[config.mk]
export PLATFORM = sky130hd
export DESIGN_NAME = mem_page_decoder
export DESIGN_NICKNAME = d
export VERILOG_FILES = /design/src/rtl/mem_map_pkg.sv /design/src/rtl/mem_page_decoder.sv /design/src/rtl/return_stack.sv
export VERILOG_INCLUDE_DIRS = /design/src /design/src/rtl
export SDC_FILE = /design/constraint.sdc
export NUM_CORES = 1
export LEC_CHECK = 0
export ABC_AREA = 1
export BUFFER_PORTS_ARGS = -buffer_cell sky130_fd_sc_hd__buf_4
export CAP_MARGIN = 20
export CORE_MARGIN = 4
export CORE_UTILIZATION = 59
export CTS_BUF_LIST = sky130_fd_sc_hd__clkbuf_8
export DETAILED_ROUTE_END_ITERATION = 8
export MAX_ROUTING_LAYER = met4
export PLACE_DENSITY = 0.88
export SLEW_MARGIN = 40
export SYNTH_ARGS = -nofsm -noshare
export SYNTH_HDL_FRONTEND = slang
export SYNTH_HIERARCHICAL = 1
export SYNTH_SLANG_ARGS = --single-unit
export TNS_END_PERCENT = 100
[constraint.sdc]
create_clock -name clock -period 4.32 [get_ports clock]
set_input_delay 0.216 -clock clock [delete_from_list [all_inputs] [get_ports clock]]
set_output_delay 0.216 -clock clock [all_outputs]
set_load 0.005 [all_outputs]
[src/rtl/mem_map_cfg.svh]
// Address map, field positions and sizes of the memory paging and window decoder.
`ifndef MEM_MAP_CFG_SVH
`define MEM_MAP_CFG_SVH
`define ADDR_WINDOW_POSITION 8'hc9
`define ADDR_ROM_PAGE_SELECT 8'hca
`define ADDR_RAM_BANK_SELECT 8'hcb
`define ADDR_IRQ_OPTION 8'hc8
`define ADDR_SPI_IRQ_DISABLE 8'hdc
`define ADDR_CORE_X 8'h80
`define ADDR_CORE_Y 8'h81
`define ADDR_CORE_V 8'h82
`define ADDR_CORE_W 8'h83
`define ADDR_RAM_FIRST 8'h84
`define ADDR_RAM_LAST 8'hbf
`define ADDR_PORT_DATA 8'hc0
`define ADDR_PORT_DIR 8'hc4
`define ADDR_PORT_OPT 8'hcc
`define ADDR_ACCUMULATOR 8'hff
`define ADDR_WINDOW_FIRST 8'h40
`define ADDR_BANK_LAST 8'h3f
`define BANK_PAGE1_BIT 3
`define BANK_PAGE2_BIT 4
`define PC_STATIC_BIT 11
`define STATIC_PAGE 2'h1
`define STACK_DEPTH 6
`define STACK_WIDTH 12
`endif

[src/rtl/mem_map_pkg.sv]
// Types shared by the memory paging and window decoder.
package mem_map_pkg;
    typedef enum logic [10:0] {
        region_bank = 11'h001,
        region_window = 11'h002,
        region_core = 11'h004,
        region_ram = 11'h008,
        region_port_data = 11'h010,
        region_port_dir = 11'h020,
        region_port_opt = 11'h040,
        region_write_only = 11'h080,
        region_accumulator = 11'h100,
        region_periph = 11'h200,
        region_unused = 11'h400
    } region_t;
    typedef struct packed {
        logic [1:0] bank;
        logic [5:0] offset;
    } ram_select_t;
    typedef struct packed {
        logic [11:0] address;
        logic push;
        logic pop;
    } stack_cmd_t;
endpackage

[src/rtl/mem_page_decoder.sv]
// Program page, data window and data space decoding with the return stack.
// Operation
// - PC bit 11 high selects static page
// - Page bits pick page when bit 11 low
// - Page register at CAh, write only
// - Page register undefined after reset
// - Readout protection blocks external memory readout
// - Reads at 40h-7Fh come from window
// - Window address is register plus low six
// - Window moves in 64 byte steps
// - Window register at C9h, seven bits
// - Window register not cleared by reset
// - Two extra RAM banks at 00h-3Fh
// - Port data, direction, option slots decoded
// - Option, window, bank, SPI disable write only
// - Stack holds six twelve bit entries
// - Dynamic pages at 000h-7FFh, static above
// - Calls and interrupts keep page register
// - Bank bit 3 page 1, bit 4 page 2
`timescale 1ns/1ps
`default_nettype none
`include "mem_map_cfg.svh"
module mem_page_decoder #(
    parameter int PC_WIDTH = 12,
    parameter int ROM_WIDTH = 13
) (
    // Clock and reset.
    input wire logic clock,
    input wire logic rst,
    // Program fetch from the core.
    input wire logic [PC_WIDTH-1:0] program_counter,
    output logic [ROM_WIDTH-1:0] fetch_address,
    // Data space access from the core.
    input wire logic [7:0] data_address,
    input wire logic data_write,
    input wire logic data_read,
    input wire logic [7:0] write_data,
    // Window reads from program memory.
    output logic [ROM_WIDTH-1:0] window_address,
    output logic window_read,
    // Decoded data space target.
    output mem_map_pkg::region_t region,
    output mem_map_pkg::ram_select_t ram_select,
    output logic ram_enable,
    output logic write_only_read,
    // Return stack.
    input wire mem_map_pkg::stack_cmd_t stack_cmd,
    output logic [PC_WIDTH-1:0] stack_top,
    // Readout protection option and external readout request.
    input wire logic protect_option,
    input wire logic external_read,
    output logic external_read_allow
);
    logic [1:0] rom_page_select_bits;
    logic [6:0] data_window_upper_bits;
    logic [1:0] bank_bits;
    logic [1:0] next_rom_page_select_bits;
    logic [6:0] next_data_window_upper_bits;
    logic [1:0] next_bank_bits;
    logic [1:0] page;

    // Full byte writes load the paging registers; calls and interrupts never touch them.
    always_comb begin
        next_rom_page_select_bits = rom_page_select_bits;
        next_data_window_upper_bits = data_window_upper_bits;
        next_bank_bits = bank_bits;
        if (data_write && data_address == `ADDR_ROM_PAGE_SELECT) begin
            next_rom_page_select_bits = write_data[1:0];
        end
        if (data_write && data_address == `ADDR_WINDOW_POSITION) begin
            next_data_window_upper_bits = write_data[6:0];
        end
        if (data_write && data_address == `ADDR_RAM_BANK_SELECT) begin
            next_bank_bits = {write_data[`BANK_PAGE2_BIT], write_data[`BANK_PAGE1_BIT]};
        end
    end

    // The paging registers have no reset, so they hold garbage until written.
    always_ff @(posedge clock) begin
        rom_page_select_bits <= next_rom_page_select_bits;
        data_window_upper_bits <= next_data_window_upper_bits;
        bank_bits <= next_bank_bits;
    end

    // Upper half always fetches the static page; the lower half uses the selected page.
    always_comb begin
        page = program_counter[`PC_STATIC_BIT] ? `STATIC_PAGE : rom_page_select_bits;
        fetch_address = {page, program_counter[10:0]};
    end

    // Window address joins the register with the six low data address bits.
    always_comb begin
        window_address = {data_window_upper_bits, data_address[5:0]};
        window_read = data_read && region == mem_map_pkg::region_window;
    end

    // Data space decoding into its regions.
    always_comb begin
        region = mem_map_pkg::region_unused;
        if (data_address <= `ADDR_BANK_LAST) begin
            region = mem_map_pkg::region_bank;
        end else if (data_address < `ADDR_CORE_X) begin
            region = mem_map_pkg::region_window;
        end else if (data_address <= `ADDR_CORE_W) begin
            region = mem_map_pkg::region_core;
        end else if (data_address <= `ADDR_RAM_LAST) begin
            region = mem_map_pkg::region_ram;
        end else if (data_address < `ADDR_PORT_DIR) begin
            region = mem_map_pkg::region_port_data;
        end else if (data_address < `ADDR_IRQ_OPTION) begin
            region = mem_map_pkg::region_port_dir;
        end else if (data_address <= `ADDR_RAM_BANK_SELECT) begin
            region = mem_map_pkg::region_write_only;
        end else if (data_address < 8'hd0) begin
            region = mem_map_pkg::region_port_opt;
        end else if (data_address == `ADDR_SPI_IRQ_DISABLE) begin
            region = mem_map_pkg::region_write_only;
        end else if (data_address == `ADDR_ACCUMULATOR) begin
            region = mem_map_pkg::region_accumulator;
        end else begin
            region = mem_map_pkg::region_periph;
        end
    end

    // RAM select: banked area goes to bank 1 or 2 when chosen, else to bank 0; every other region selects bank 3, the base RAM.
    always_comb begin
        ram_select.offset = data_address[5:0];
        ram_select.bank = 2'h0;
        if (region == mem_map_pkg::region_bank) begin
            if (bank_bits[0]) ram_select.bank = 2'h1;
            else if (bank_bits[1]) ram_select.bank = 2'h2;
        end else begin
            ram_select.bank = 2'h3;
        end
        ram_enable = (data_read || data_write) &&
            (region == mem_map_pkg::region_bank || region == mem_map_pkg::region_ram);
        write_only_read = data_read && region == mem_map_pkg::region_write_only;
    end

    // Readout protection blocks outside reads of program memory.
    assign external_read_allow = external_read && !protect_option;

    return_stack #(.DEPTH(`STACK_DEPTH), .WIDTH(PC_WIDTH)) stack (
        .clock(clock),
        .rst(rst),
        .cmd(stack_cmd),
        .top(stack_top)
    );

    // Fetch mapping: the upper half is always the static page, the lower half the chosen one.
    a_static_page: assert property (@(posedge clock) disable iff (rst)
        program_counter[11] |-> fetch_address[12:11] == 2'h1) else $error("static map");
    a_dynamic_page: assert property (@(posedge clock) disable iff (rst)
        data_write && data_address == 8'hca ##1 !program_counter[11]
        |-> fetch_address[12:11] == $past(write_data[1:0])) else $error("page map");

    // Write-only registers change only on a full byte write to their own address.
    a_page_held: assert property (@(posedge clock) disable iff (rst)
        !(data_write && data_address == 8'hca) |=> $stable(rom_page_select_bits))
        else $error("page changed");
    a_window_held: assert property (@(posedge clock) disable iff (rst)
        !(data_write && data_address == 8'hc9) |=> $stable(data_window_upper_bits))
        else $error("window changed");
    a_bank_held: assert property (@(posedge clock) disable iff (rst)
        !(data_write && data_address == 8'hcb) |=> $stable(bank_bits))
        else $error("bank changed");

    // Window reads take the register as upper address bits and never reach RAM.
    a_window_addr: assert property (@(posedge clock) disable iff (rst)
        data_write && data_address == 8'hc9 |=> window_address[12:6] == $past(write_data[6:0]))
        else $error("window position");
    a_window_read: assert property (@(posedge clock) disable iff (rst)
        data_read && data_address[7:6] == 2'h1 |-> window_read && !ram_enable)
        else $error("window read");

    // Readout protection wins over any outside request.
    a_protect: assert property (@(posedge clock) disable iff (rst)
        protect_option |-> !external_read_allow) else $error("readout leak");

    // Bank select: bit 3 picks bank 1, bit 4 picks bank 2, only in the banked area.
    a_bank_one: assert property (@(posedge clock) disable iff (rst)
        data_write && data_address == 8'hcb && write_data == 8'h08 ##1
        data_address < 8'h40 |-> ram_select.bank == 2'h1) else $error("bank select");
    a_bank_two: assert property (@(posedge clock) disable iff (rst)
        data_write && data_address == 8'hcb && write_data == 8'h10 ##1
        data_address < 8'h40 |-> ram_select.bank == 2'h2) else $error("bank two");
    a_bank_enable: assert property (@(posedge clock) disable iff (rst)
        data_read && data_address < 8'h40 |-> ram_enable && region == mem_map_pkg::region_bank)
        else $error("bank enable");

    // Fixed slots of the data space.
    a_core_regs: assert property (@(posedge clock) disable iff (rst)
        data_address == 8'h82 |-> region == mem_map_pkg::region_core) else $error("core");
    a_ram_base: assert property (@(posedge clock) disable iff (rst)
        data_read && data_address >= 8'h84 && data_address <= 8'hbf
        |-> ram_enable && ram_select.bank == 2'h3) else $error("base ram");
    a_port_data: assert property (@(posedge clock) disable iff (rst)
        data_address[7:2] == 6'h30 |-> region == mem_map_pkg::region_port_data) else $error("pd");
    a_port_dir: assert property (@(posedge clock) disable iff (rst)
        data_address[7:2] == 6'h31 |-> region == mem_map_pkg::region_port_dir) else $error("pr");
    a_port_opt: assert property (@(posedge clock) disable iff (rst)
        data_address[7:2] == 6'h33 |-> region == mem_map_pkg::region_port_opt) else $error("po");
    a_accum_decode: assert property (@(posedge clock) disable iff (rst)
        data_address == 8'hff |-> region == mem_map_pkg::region_accumulator) else $error("acc");

    // Write-only locations flag a read, and nothing is flagged without a read.
    a_write_only: assert property (@(posedge clock) disable iff (rst)
        data_read && (data_address == 8'hc8 || data_address == 8'hdc) |-> write_only_read)
        else $error("write only");
    a_read_flags: assert property (@(posedge clock) disable iff (rst)
        !data_read |-> !write_only_read && !window_read)
        else $error("read flag without read");
    a_ram_idle: assert property (@(posedge clock) disable iff (rst)
        !data_read && !data_write |-> !ram_enable) else $error("ram enable idle");

    // Main scenarios worth seeing at least once.
    c_window: cover property (@(posedge clock) disable iff (rst) window_read);
    c_bank_two: cover property (@(posedge clock) disable iff (rst) ram_select.bank == 2'h2);
    c_dynamic: cover property (@(posedge clock) disable iff (rst)
        !program_counter[11] && fetch_address[12:11] == 2'h3);
endmodule // mem_page_decoder
`default_nettype wire

[src/rtl/return_stack.sv]
// Six entry return address stack for calls and interrupts.
`timescale 1ns/1ps
`default_nettype none
`include "mem_map_cfg.svh"
module return_stack #(
    parameter int DEPTH = `STACK_DEPTH,
    parameter int WIDTH = `STACK_WIDTH
) (
    // Clock and reset.
    input wire logic clock,
    input wire logic rst,
    // Push and pop requests with the address to save.
    input wire mem_map_pkg::stack_cmd_t cmd,
    // Entry on top of the stack.
    output logic [WIDTH-1:0] top
);
    logic [WIDTH-1:0] entry [DEPTH];
    logic [WIDTH-1:0] next_entry [DEPTH];

    // A push shifts every entry down one place; a pop shifts them up and keeps the bottom.
    for (genvar g = 0; g < DEPTH; g++) begin : gen_entry
        if (g == 0) begin : gen_first
            always_comb begin
                next_entry[g] = entry[g];
                if (cmd.push) begin
                    next_entry[g] = cmd.address[WIDTH-1:0];
                end else if (cmd.pop) begin
                    next_entry[g] = entry[g+1];
                end
            end
        end else if (g == DEPTH - 1) begin : gen_last
            always_comb begin
                next_entry[g] = entry[g];
                if (cmd.push) begin
                    next_entry[g] = entry[g-1];
                end
            end
        end else begin : gen_middle
            always_comb begin
                next_entry[g] = entry[g];
                if (cmd.push) begin
                    next_entry[g] = entry[g-1];
                end else if (cmd.pop) begin
                    next_entry[g] = entry[g+1];
                end
            end
        end
    end

    // Entries are stored in flip-flops.
    always_ff @(posedge clock or posedge rst) begin
        if (rst) begin
            for (int i = 0; i < DEPTH; i++) entry[i] <= '0;
        end else begin
            entry <= next_entry;
        end
    end

    assign top = entry[0];

    a_push_saves: assert property (@(posedge clock) disable iff (rst)
        cmd.push |=> top == $past(cmd.address)) else $error("push not on top");
    c_push: cover property (@(posedge clock) disable iff (rst) cmd.push);
endmodule // return_stack
`default_nettype wire

# [Yosys cells after proc, flatten, opt, wreduce, memory -nomap -nowiden]
# Index checks and enable logic that the tools add are counted.
[word_totals] wordCells=61 out_inout_bits=61 inputBits=48 reg_bits=83
[op_classes] muxes=24 n_eq_ne=9 n_lt_le_gt_ge=8 n_reduce_logical=11
[op_table] operator="$mux 12" n=10
[op_table] operator="$mux 10" n=10
[op_table] operator="$eq 8x8->1 const B" n=5
[op_table] operator="$lt 8x8->1 const B" n=4
[op_table] operator="$le 8x8->1 const B" n=3
[op_table] operator="$eq 11x1->1 const B" n=1
[op_table] operator="$eq 11x2->1 const B" n=1
[op_table] operator="$eq 11x4->1 const B" n=1
[op_table] operator="$eq 11x8->1 const B" n=1
[op_table] operator="$le 8x6->1 const B" n=1
[op_table] operator="$mux 2" n=4
[op_table] operator="$logic_and 1x1->1" n=7
[op_table] operator="$logic_or 1x1->1" n=2
[op_table] operator="$reduce_bool 2->1" n=1
[op_table] operator="$logic_not 1->1" n=1

# [Logic depth before layout (Yosys ltp)]
# Gate-level depths: netlist of the first run.
[depth] ltp_word=14 mapped_depth=6

# [By module]
# The synthesis of the first run kept the hierarchy.
[modules_own_cells] mod="return_stack" area_per_inst_um2=3224.3 cells_each=391 seq_area_each_um2=1801.7 instances=1
[modules_own_cells] mod="mem_page_decoder" area_per_inst_um2=784.5 cells_each=94 seq_area_each_um2=330.3 instances=1

# [Worst setup path before layout of the first run]
# Ideal clock, no wire load.
[synth_path] kind="input to register" from="input port data_address[4]" to="register data_window_upper_bits[0] (enable)" stages=3 arrival_time_ps=860 slack_ps=3100 path_cell_list="nor2_2 nand3_1 nor2_1"
[synth_via] elab_chain_cells=2
[synth_lines] element="start: declaration" line="mem_page_decoder.sv:34" text="input wire logic [7:0] data_address,"
[synth_lines] element="$eq 8x8->1 (no line)"
[synth_lines] element="$logic_and 1x1->1 (no line)"
[synth_lines] element="end signal: assignment" line="mem_page_decoder.sv:81" text="data_window_upper_bits <= next_data_window_upper_bits;"
[synth_lines] element="end: declaration" line="mem_page_decoder.sv:55" text="logic [6:0] data_window_upper_bits;"
# Every way passes these cells.
# A chain may end at the register's enable or synchronous reset.

# [Final worst setup path of the first run]
[layout_path] from="input port stack_cmd[1] (netlist bit)" to="register stack/entry[58] (netlist bit)"
[layout_via] elab_chain_cells=1
[layout_lines] element="start: declaration" line="mem_page_decoder.sv:47" text="input wire mem_map_pkg::stack_cmd_t stack_cmd,"
[layout_lines] element="$mux 12 / $reduce_bool 2->1 (equally long branches)"
[layout_lines] element="end signal: assignment" line="return_stack.sv:55" text="entry <= next_entry;"
[layout_lines] element="end: declaration" line="return_stack.sv:17" text="logic [WIDTH-1:0] entry [DEPTH];"
# Several ways; a longest one is shown, not always the timed one.

==> out/metrics.yaml, run 1 <==
outcome: "complete, no violations"
hold_path_class: "in2async"
p_comb_share_pct: 13.7
clk_latency_worst_skew_pair_ns: 0.35
cts_max_level: 3
slowest_delay_ns: 0.70
switching_share_pct: 28.1
row_count: 29
yosysWarnings: 6
routed_wire_length_um: 8580
ioPinCount: 109
crit_type: "in2reg"
holdWs_ns: 0.0271
cell_area_after_technology_mapping_um2: 4010
die-height_um: 90.4
gpl.final_weighted_congestion: 0.760
diodes: 0
grt-ovfl-total: 0
post_cts.resized_instances: 0
place_hpwl_um: 5380
pin_count_of_the_biggest_net_entering_global_routing: 75
syn_nets: 533
initial_utilization_pct: 62.1
cts_root_cell: "clkbuf_8"
timing.final.crit_period_ns: 1.61
timing.critical_path.slowest_stage_cell: "nor2_4"
cts_sinks: 83
reg2reg_slack_ns: 3.56
final_layout_size_suffix_gt1_share_pct: 21.8
critical_path.cell_chain: "buf_4 > nor2_4 > buf_4 > nand2_1 > nand3_1"
core_um2: 6460
switching_power_of_the_nets_w: 0.000503
clock_tree.buffer_depth: 2
clock_pin_slew_worst_setup_and_hold_paths_ns: 0.09
required_ns: 4.60
design.die.area_um2: 8180
wl_per_cell_um: 14.3
antenna_left: 0
cts_setup_buffers: 0
maxClockFrequency_ghz: 0.621
cells_after_synth: 485
first_global_vias: 3257
vias_per_cell: 5.64
skew_ns: 0.0103
firstDrtPassIters: 6
first_pass_grt_wire_length_um: 14500
cell_internal_pwr_w: 0.00129
portBuffers: 84
share_clk_of_total_power_pct: 32.1
total_placed_instance_area_um2: 4360
p_seq_share_pct: 54.2
pd_cells_nw_per_um2: 392
setup_total_negative_slack_ns: 0
drv.max_cap_violation_count: 0
crit-reg2reg-launch: "stack/entry[49]$_DFFE_PP0P_"
n_fill_cell: 470
finalSetupViolCount: 0
grt_util_all_layers_pct: 21.9
leakagePower_nw: 2.29
worstMarginPinSlew_ns: 0.758
number_of_unique_standard_cell_types_used_by_synthesis: 22
synth_seq_cells: 83
post_route_drc_violation_count: 0
slew-limit-headroom_pct: 49.3
tritoncts: "built"
flow.area_growth_from_synthesis_pct: 14.0
tritoncts.num_buffers: 9
final-hold-violation-count: 0
timing_max_transition_violations_final: 0
worst_ep_arrival_time_ns: 1.89
ir_drop_uv: 292
worst_setup_path_start_kind: "input pin"
critical_path.max_fanout: 74
grt_antenna_before_repair: 0
routed-via-count: 3386
chipWidth_um: 90.4
commonest_cells_after_routing_fill_and_taps_aside: "169 x nand2_1, 126 x nand3_1, 85 x buf_4"
reg2regPathDepth: 2
ys_seq_area_share_pct: 53.2
crit_top_cell: "buf_4"
reg_to_reg_endpoint: "stack/top[1]$_DFFE_PP0P_"
post-route-cell-area_um2: 4570
post_synth.cell_area_avg_um2: 8.27
utilization_pct: 70.7
end_kind: "flip-flop"
cts_hold_buf: 0
design.final.nets: 566
fin_crit_sh_pct: 37.3
drt_iter0_drc: 469
grt_setup_unrepaired: "no"
mostFrequentLayoutCell: "nand2_1"
## worst max-delay path: cells and delay by family
family,cells,cell delay [ns]
buffers and inverters,2,0.72
AND/OR/NAND/NOR,3,0.92
## metrics by stage
stage | instances | setup WS [ns] | total power, W
after global routing | 600 | 2.58 | 0.00189
after CTS | 600 | 2.73 | 0.00181
after global placement | 584 | 2.39 | 0.00121
after floorplan | 485 | 2.28 | 0.00115
final | 600 | 2.71 | 0.00179
after detailed placement | 584 | 2.39 | 0.00123
## worst max path at each step
stage / from / endpoint / slack [ns] / depth (start not counted)
6_report: stack_cmd[1] / stack/entry[58]$_DFFE_PP0P_ / 2.71 / 5
4_1_cts: stack_cmd[1] / stack/entry[58]$_DFFE_PP0P_ / 2.73 / 5
3_5_place_dp: stack_cmd[1] / stack/entry[20]$_DFFE_PP0P_ / 2.39 / 5
3_3_place_gp: stack_cmd[1] / stack/entry[42]$_DFFE_PP0P_ / 2.39 / 4
5_1_grt: stack_cmd[1] / stack/entry[19]$_DFFE_PP0P_ / 2.58 / 5
2_1_floorplan: rst / stack/entry[0]$_DFFE_PP0P_ / 2.28 / 1
## sequential cells by signal (all words and copies together) (netlist names)
register,cells
rom_page_select_bits,2
stack/entry,60
stack/top,12
bank_bits,2
data_window_upper_bits,7
## cell type report
class | instances | area (um^2) | area share (%)
flip-flops and latches | 83 | 2130 | 46.7
multi-input cells | 324 | 1430 | 31.2
repair buffers | 86 | 649 | 14.2
clock buffers | 10 | 138 | 3.01
well taps | 77 | 96.3 | 2.11
clock inverters | 6 | 71.3 | 1.56
inverters | 14 | 55.1 | 1.21
## metal layers
layer | part of all wire (%) | track usage (%) | vias up
li1 | - | - | 1591
met1 | 41 | 25.9 | 1659
met2 | 53 | 36.2 | 119
met3 | 4.7 | 5.17 | 17
met4 | 1.4 | 8.67 | 0
met5 | 0 | - | -
## power groups by stage
stage	Combinational (W)	Sequential [W]	Clock (W)
after CTS	0.000248	0.000969	0.000588
final	0.000245	0.000971	0.000574
after detailed placement	0.000246	0.000983	0
after global routing	0.000278	0.000983	0.000626
after global placement	0.000233	0.000976	0
after floorplan	0.000188	0.000961	0
## Yosys cell counts
| library cell | instances | area [um^2] |
|---|---|---|
| buf_4 | 36 | 270 |
| nor2_4 | 1 | 11.3 |
| a21oi_1 | 1 | 5.00 |
| inv_2 | 2 | 7.51 |
| dfrtp_1 | 72 | 1800 |
| clkbuf_1 | 6 | 22.5 |
| nor3b_1 | 1 | 7.51 |
| inv_1 | 12 | 45.0 |
| nor2_2 | 3 | 18.8 |
| nor3b_2 | 1 | 12.5 |
| or2_2 | 1 | 6.26 |
| conb_1 | 1 | 3.75 |
| nand3_1 | 126 | 631 |
| nor3_1 | 1 | 5.00 |
| nor2_1 | 15 | 56.3 |
| buf_2 | 22 | 110 |
| nand2_1 | 169 | 634 |
| nand3_2 | 1 | 10.0 |
| a21oi_2 | 1 | 8.76 |
| o21ai_0 | 1 | 5.00 |
| nand2_2 | 1 | 6.26 |
| edfxtp_1 | 11 | 330 |
## cell families after synthesis
group | count (synthesis) | share of synthesized area, %
buffers and inverters | 78 | 11.4
other | 1 | 0.0935
AOI/OAI and AO/OA | 3 | 0.468
and+or+nand+nor | 320 | 34.9
DFF | 83 | 53.2
No activity file was read; power rests on OpenSTA's default activity.
==> run 2: changes to the inputs <==
--- a/config.mk
+++ b/config.mk
@@ -10,11 +10,11 @@
 export BUFFER_PORTS_ARGS = -buffer_cell sky130_fd_sc_hd__buf_4
 export CAP_MARGIN = 20
 export CORE_MARGIN = 4
-export CORE_UTILIZATION = 59
+export CORE_UTILIZATION = 49
 export CTS_BUF_LIST = sky130_fd_sc_hd__clkbuf_8
 export DETAILED_ROUTE_END_ITERATION = 8
 export MAX_ROUTING_LAYER = met4
-export PLACE_DENSITY = 0.88
+export PLACE_DENSITY = 0.78
 export SLEW_MARGIN = 40
 export SYNTH_ARGS = -nofsm -noshare
 export SYNTH_HDL_FRONTEND = slang
==> constraint.sdc (replaced) <==
create_clock -name clock -period 1.4 [get_ports clock]
set_input_delay 0.07 -clock clock [delete_from_list [all_inputs] [get_ports clock]]
set_output_delay 0.07 -clock clock [all_outputs]
set_load 0.005 [all_outputs]
==> run 2 against run 1 <==
Die area up 19%. Largest cell class unchanged. Clock-buffer cell count fell by 1. Core utilization is 8.2 points lower. Routed wire length shrank 0.80%. Critical path type is now reg2out. Cell area grew 7.5%.
==> out/metrics.yaml, run 2 (same netlist as run 1, synthesis figures left out) <==
grt_setup_unrepaired: "no"  # unchanged
drt_iter0_drc: 228  # was 469
skew_ns: 0.00756  # was 0.0103 ns
largest_register_ffs: 60  # unchanged
gpl.final_weighted_congestion: 0.833  # was 0.760
worst_ep_arrival_time_ns: 1.11  # was 1.89 ns
crit_type: "reg2out"  # was in2reg
p_seq_share_pct: 51.5  # was 54.2%
cts_setup_buffers: 0  # unchanged
setup_total_negative_slack_ns: 0  # unchanged
seq_area_um2: 2130  # unchanged
largest_register: "stack/entry"  # unchanged
tritoncts: "built"  # unchanged
antenna_left: 0  # unchanged
row_count: 32  # was 29
maxClockFrequency_ghz: 0.847
mostFrequentLayoutCell: "nand2_1"  # unchanged
switching_power_of_the_nets_w: 0.00146  # was 0.000503 W
cell_internal_pwr_w: 0.00431  # was 0.00129 W
vias_per_cell: 5.22  # was 5.64
timing.critical_path.slowest_stage_cell: "edfxtp_1"  # was nor2_4
grt_util_all_layers_pct: 18.6  # was 21.9%
cts_sinks: 83  # unchanged
clk_latency_worst_skew_pair_ns: 0.35  # about the same
chipWidth_um: 98.5  # was 90.4 um
total_power_w: 0.00578  # was 0.00179 W
leakagePower_nw: 2.44  # was 2.29 nW
n_fill_cell: 625  # was 470
grt-ovfl-total: 0  # unchanged
portBuffers: 84  # unchanged
diodes: 0  # unchanged
routed_wire_length_um: 8510  # was 8580 um
flow.area_growth_from_synthesis_pct: 22.5  # was 14.0%
cts_root_cell: "clkbuf_8"  # unchanged
multi_input_area_um2: 1430  # unchanged
first_pass_grt_wire_length_um: 14700  # was 14500 um
first_global_vias: 3309  # was 3257
wl_per_cell_um: 13.0  # was 14.3 um
routed-via-count: 3403  # was 3386
place_hpwl_um: 5480  # was 5380 um
commonest_cells_after_routing_fill_and_taps_aside: "169 x nand2_1, 126 x nand3_1, 90 x buf_4"  # was 169 x nand2_1, 126 x nand3_1, 85 x buf_4
grt_antenna_before_repair: 0  # unchanged
slowest_delay_ns: 0.36  # was 0.70 ns
p_comb_share_pct: 14.3  # was 13.7%
dpl_worst_slack_ns: 0.258  # was 2.39 ns
ir_drop_uv: 1170  # was 292 uV
cts_max_level: 3  # unchanged
pd_cells_nw_per_um2: 1180  # was 392 nW/um^2
die-height_um: 98.5  # was 90.4 um
timing.final.crit_period_ns: 1.18
tritoncts.num_buffers: 9  # unchanged
outcome: "complete, no violations"  # unchanged
final_layout_size_suffix_gt1_share_pct: 21.6  # was 21.8%
clock_pin_slew_worst_setup_and_hold_paths_ns: 0.08  # was 0.09 ns
critical_path.cell_chain: "or2_2 > buf_4"  # was buf_4 > nor2_4 > buf_4 > nand2_1 > nand3_1
end_kind: "primary output"  # was flip-flop
design.final.nets: 593  # was 566
timing.final.ws_setup_ns: 0.219  # was 2.71 ns
critical_path.max_fanout: 1  # was 74
worst_setup_path_start_kind: "flip-flop"  # was input pin
initial_utilization_pct: 51.1  # was 62.1%
utilization_pct: 62.6  # was 70.7%
switching_share_pct: 25.3  # was 28.1%
drv.max_cap_violation_count: 0  # unchanged
fin_crit_sh_pct: 84.3
hold_path_class: "in2reg"  # was in2async
post_route_drc_violation_count: 0  # unchanged
pin_count_of_the_biggest_net_entering_global_routing: 73  # was 75
core_um2: 7850  # was 6460 um^2
firstDrtPassIters: 4  # was 6
clock_tree.buffer_depth: 2  # unchanged
timing_max_transition_violations_final: 0  # unchanged
finalSetupViolCount: 0  # unchanged
ioPinCount: 109  # unchanged
design.die.area_um2: 9690  # was 8180 um^2
required_ns: 1.33  # was 4.60 ns
share_clk_of_total_power_pct: 34.1  # was 32.1%
post_cts.resized_instances: 0  # unchanged
final-hold-violation-count: 0  # unchanged
-- run 2: cell count changes in the layout (fill, tap and decap cells not counted), sizes merged --
cell,delta
clkinv,+2
clkinvlp,-1
clkbuf,-1
buf,+7
dlygate4sd3,+20
inv,-2
bufinv,+2
-- run 2: path summary, 6_finish.rpt --
path                                                    from                           to  slack, ns  cells after the start
max                        rom_page_select_bits[0]$_DFFE_PP_            fetch_address[11]       0.22                      2
max in group asynchronous                                rst  stack/entry[14]$_DFFE_PP0P_       0.70                      4
min in group asynchronous                                rst     stack/top[1]$_DFFE_PP0P_       0.38                      4
min reg2reg                       stack/entry[0]$_DFFE_PP0P_   stack/entry[0]$_DFFE_PP0P_       0.48                      2
max reg2reg                      stack/entry[33]$_DFFE_PP0P_  stack/entry[45]$_DFFE_PP0P_       0.69                      2
min                                             stack_cmd[0]     stack/top[4]$_DFFE_PP0P_       0.03                      4
-- run 2: power groups by stage --
stage	clock (W)	combinational (W)	sequential [W]
after detailed placement	0	0.000792	0.00302
final	0.00197	0.000829	0.00298
after CTS	0.00202	0.000840	0.00298
after floorplan	0	0.000581	0.00297
after global routing	0.00214	0.000945	0.00303
after global placement	0	0.000762	0.00301
-- run 2: metrics by stage --
stage | hold slack, ns | area (um^2) | cells
after floorplan | 0.163 | 4010 | 485
after global placement | 0.140 | 4480 | 616
after detailed placement | 0.140 | 4480 | 616
after CTS | 0.0155 | 4910 | 652
after global routing | 0.0205 | 4910 | 652
final | 0.0250 | 4910 | 652
-- run 2: what timing repair did --
action | 4_1_cts | 5_1_grt
hold buffers | 20 | 0
hold endpoints to repair | 95 | 0
setup endpoints to repair | 0 | 0
-- run 2: layout make-up --
cell class | instances | area share (%)
clock buffers | 9 | 2.52
clock inverters | 7 | 2.19
inverters | 14 | 1.15
multi-input cells | 324 | 29.1
flip-flops and latches | 83 | 43.4
well taps | 102 | 2.60
repair buffers | 113 | 19.1
-- run 2: worst max-delay path, delay by kind of cell, from the launching register on --
kind                   cells  cell delay, ns
DFF                        1            0.36
buffers and inverters      1            0.14
and+or+nand+nor            1            0.28
-- run 2: per-layer routing --
layer,global-route usage (%),up-vias,part of all wire (%)
met1,21.6,1633,41
met4,4.10,0,1.5
li1,-,1649,-
met2,32.2,106,51
met5,-,-,0
met3,5.10,15,6.4
==> run 3: changes to the inputs <==
--- a/config.mk
+++ b/config.mk
@@ -10,11 +10,11 @@
 export BUFFER_PORTS_ARGS = -buffer_cell sky130_fd_sc_hd__buf_4
 export CAP_MARGIN = 20
 export CORE_MARGIN = 4
-export CORE_UTILIZATION = 49
+export CORE_UTILIZATION = 54
 export CTS_BUF_LIST = sky130_fd_sc_hd__clkbuf_8
 export DETAILED_ROUTE_END_ITERATION = 8
 export MAX_ROUTING_LAYER = met4
-export PLACE_DENSITY = 0.78
+export PLACE_DENSITY = 0.82
 export SLEW_MARGIN = 40
 export SYNTH_ARGS = -nofsm -noshare
 export SYNTH_HDL_FRONTEND = slang
==> constraint.sdc (replaced) <==
create_clock -name clock -period 1.2 [get_ports clock]
set_input_delay 0.06 -clock clock [delete_from_list [all_inputs] [get_ports clock]]
set_output_delay 0.06 -clock clock [all_outputs]
set_load 0.005 [all_outputs]
==> run 3 against run 2 <==
Clock-buffer cell count is 2 higher. Final cell count shrank 0.46%. Power rose by 8.5%. Routed wire length decreased by 2.8%. Combinational power up 17%. Core utilization grew 4.8 points. Largest power group unchanged.
==> out/metrics.yaml, run 3 (same netlist as run 1, synthesis figures left out) <==
final_layout_size_suffix_gt1_share_pct: 21.8  # was 21.6%
mostFrequentLayoutCell: "nand2_1"  # unchanged
clk_latency_worst_skew_pair_ns: 0.35  # about the same
cts_root_cell: "clkbuf_8"  # unchanged
grt_antenna_before_repair: 0  # unchanged
cpLargestDelayFamily: "flip-flops"  # unchanged
timing.hold.worst.start: "stack_cmd[1]"  # was stack_cmd[0]
p_seq_share_pct: 55.6  # was 51.5%
setup_total_negative_slack_ns: 0  # unchanged
timing.critical_path.buf_inv: 1  # unchanged
drt_iter0_drc: 171  # was 228
critical_path.cell_chain: "or2_4 > buf_6"  # was or2_2 > buf_4
row_count: 31  # was 32
first_pass_grt_wire_length_um: 14000  # was 14700 um
design.die.area_um2: 8870  # was 9690 um^2
first_global_vias: 3177  # was 3309
routed-via-count: 3330  # was 3403
reg2regPathDepth: 2  # unchanged
final-hold-violation-count: 0  # unchanged
critical_path.max_fanout: 1  # unchanged
required_ns: 1.14  # was 1.33 ns
reg2reg_slack_ns: 0.49  # was 0.69 ns
initial_utilization_pct: 55.3  # was 51.1%
pd_cells_nw_per_um2: 1280  # was 1180 nW/um^2
skew_ns: 0.0103  # was 0.00756 ns
cell_internal_pwr_w: 0.00454  # was 0.00431 W
gpl.final_weighted_congestion: 0.821  # was 0.833
final_cell_count_no_fill: 649  # was 652
post_route_drc_violation_count: 0  # unchanged
share_clk_of_total_power_pct: 28.9  # was 34.1%
whs_endpoint: "stack/top[9]$_DFFE_PP0P_"  # was stack/top[4]$_DFFE_PP0P_
grt_util_all_layers_pct: 20.1  # was 18.6%
timing.critical_path.slowest_stage_cell: "edfxtp_1"  # unchanged
die-height_um: 94.2  # was 98.5 um
firstDrtPassIters: 4  # unchanged
portBuffers: 84  # unchanged
timing_max_transition_violations_final: 0  # unchanged
hold_depth: 3  # was 4
largest_register_ffs: 60  # unchanged
n_fill_cell: 562  # was 625
switching_power_of_the_nets_w: 0.00173  # was 0.00146 W
commonest_cells_after_routing_fill_and_taps_aside: "169 x nand2_1, 126 x nand3_1, 87 x buf_4"  # was 169 x nand2_1, 126 x nand3_1, 90 x buf_4
cts_setup_buffers: 0  # unchanged
diodes: 0  # unchanged
tritoncts.num_buffers: 9  # unchanged
drv.max_cap_violation_count: 0  # unchanged
ioPinCount: 109  # unchanged
leakagePower_nw: 2.42  # was 2.44 nW
routed_wire_length_um: 8270  # was 8510 um
clock_tree.buffer_depth: 2  # unchanged
p_comb_share_pct: 15.5  # was 14.3%
timing.final.crit_period_ns: 1.12
worst_ep_arrival_time_ns: 1.06  # was 1.11 ns
maxClockFrequency_ghz: 0.889
pin_count_of_the_biggest_net_entering_global_routing: 73  # unchanged
dpl.cell_count: 613  # was 616
place_hpwl_um: 5330  # was 5480 um
total_power_w: 0.00627  # was 0.00578 W
worst_setup_path_start_kind: "flip-flop"  # unchanged
grt_setup_unrepaired: "no"  # unchanged
fin_crit_sh_pct: 93.7
crit-reg2reg-launch: "stack/entry[49]$_DFFE_PP0P_"  # was stack/entry[33]$_DFFE_PP0P_
cts_max_level: 3  # unchanged
antenna_left: 0  # unchanged
end_kind: "primary output"  # unchanged
vias_per_cell: 5.13  # was 5.22
design.final.nets: 593  # unchanged
cts_sinks: 83  # unchanged
utilization_pct: 67.4  # was 62.6%
core_um2: 7250  # was 7850 um^2
wl_per_cell_um: 12.7  # was 13.0 um
ir_drop_uv: 921  # was 1170 uV
clock_pin_slew_worst_setup_and_hold_paths_ns: 0.08  # about the same
finalSetupViolCount: 0  # unchanged
outcome: "complete, no violations"  # unchanged
hold_path_class: "in2reg"  # unchanged
grt-ovfl-total: 0  # unchanged
tritoncts: "built"  # unchanged
chipWidth_um: 94.2  # was 98.5 um
holdWs_ns: 0.0515  # was 0.0250 ns
slowest_delay_ns: 0.37  # was 0.36 ns
switching_share_pct: 27.6  # was 25.3%
largest_register: "stack/entry"  # unchanged
reg_to_reg_endpoint: "stack/top[1]$_DFFE_PP0P_"  # was stack/entry[45]$_DFFE_PP0P_
crit_type: "reg2out"  # unchanged
flow.area_growth_from_synthesis_pct: 21.9  # was 22.5%
[run 3: stage by stage]
| stage | instance area [um^2] | setup slack, ns |
|---|---|---|
| detailed placement | 4500 | 0.129 |
| global placement | 4500 | 0.180 |
| global route | 4890 | 0.00738 |
| finish | 4890 | 0.0753 |
| floorplan | 4010 | 0.136 |
| CTS | 4880 | 0.0371 |
[run 3: how the worst max path moves through the flow]
| stage | from | to | slack, ns | cells after the start |
|---|---|---|---|---|
| CTS | rom_page_select_bits[0]$_DFFE_PP_ | fetch_address[11] | 0.04 | 2 |
| finish | rom_page_select_bits[0]$_DFFE_PP_ | fetch_address[11] | 0.08 | 2 |
| global placement | data_address[7] | data_window_upper_bits[2]$_DFFE_PP_ | 0.18 | 6 |
| floorplan | data_address[4] | data_window_upper_bits[0]$_DFFE_PP_ | 0.14 | 3 |
| detailed placement | data_address[7] | data_window_upper_bits[5]$_DFFE_PP_ | 0.13 | 6 |
| global route | rom_page_select_bits[0]$_DFFE_PP_ | fetch_address[11] | 0.007 | 2 |
[run 3: what timing repair did]
action / 4_1_cts / 5_1_grt
gates resized for setup: 1 / 1
hold buffers: 20 / 0
hold endpoints to repair: 95 / 0
cloned: 0 / 0
endpoints found under the setup margin: 1 / 1
[run 3: area by class of cell]
class / instances / area (um^2) / area share (%)
tap: 99 / 124 / 2.53
inverter: 14 / 56.3 / 1.15
sequential: 83 / 2130 / 43.6
clock buffer: 11 / 151 / 3.10
timing repair buffer: 113 / 965 / 19.7
clock inverter: 5 / 30.0 / 0.614
multi-input combinational: 324 / 1430 / 29.2
[run 3: worst register-to-register path, delay by kind of cell (launching register included)]
kind | cells | cell delay [ns]
flops | 1 | 0.41
simple gates | 2 | 0.18
[run 3: layer usage]
metal / share of wire [%] / track usage, % / up-vias / routed length [um]
met5: 0 / - / - / 0
met4: 1.5 / 7.34 / 0 / 121
met3: 6.5 / 4.81 / 12 / 538
met2: 49 / 32.2 / 106 / 4040
met1: 43 / 25.1 / 1563 / 3570
li1: - / - / 1649 / -
[run 3: power by group through the flow]
stage	registers [W]	logic [W]	clock network, W
after detailed placement	0.00353	0.000931	0
after CTS	0.00348	0.000983	0.00187
after global placement	0.00351	0.000891	0
after floorplan	0.00346	0.000678	0
final	0.00349	0.000969	0.00181
after global routing	0.00354	0.00110	0.00199
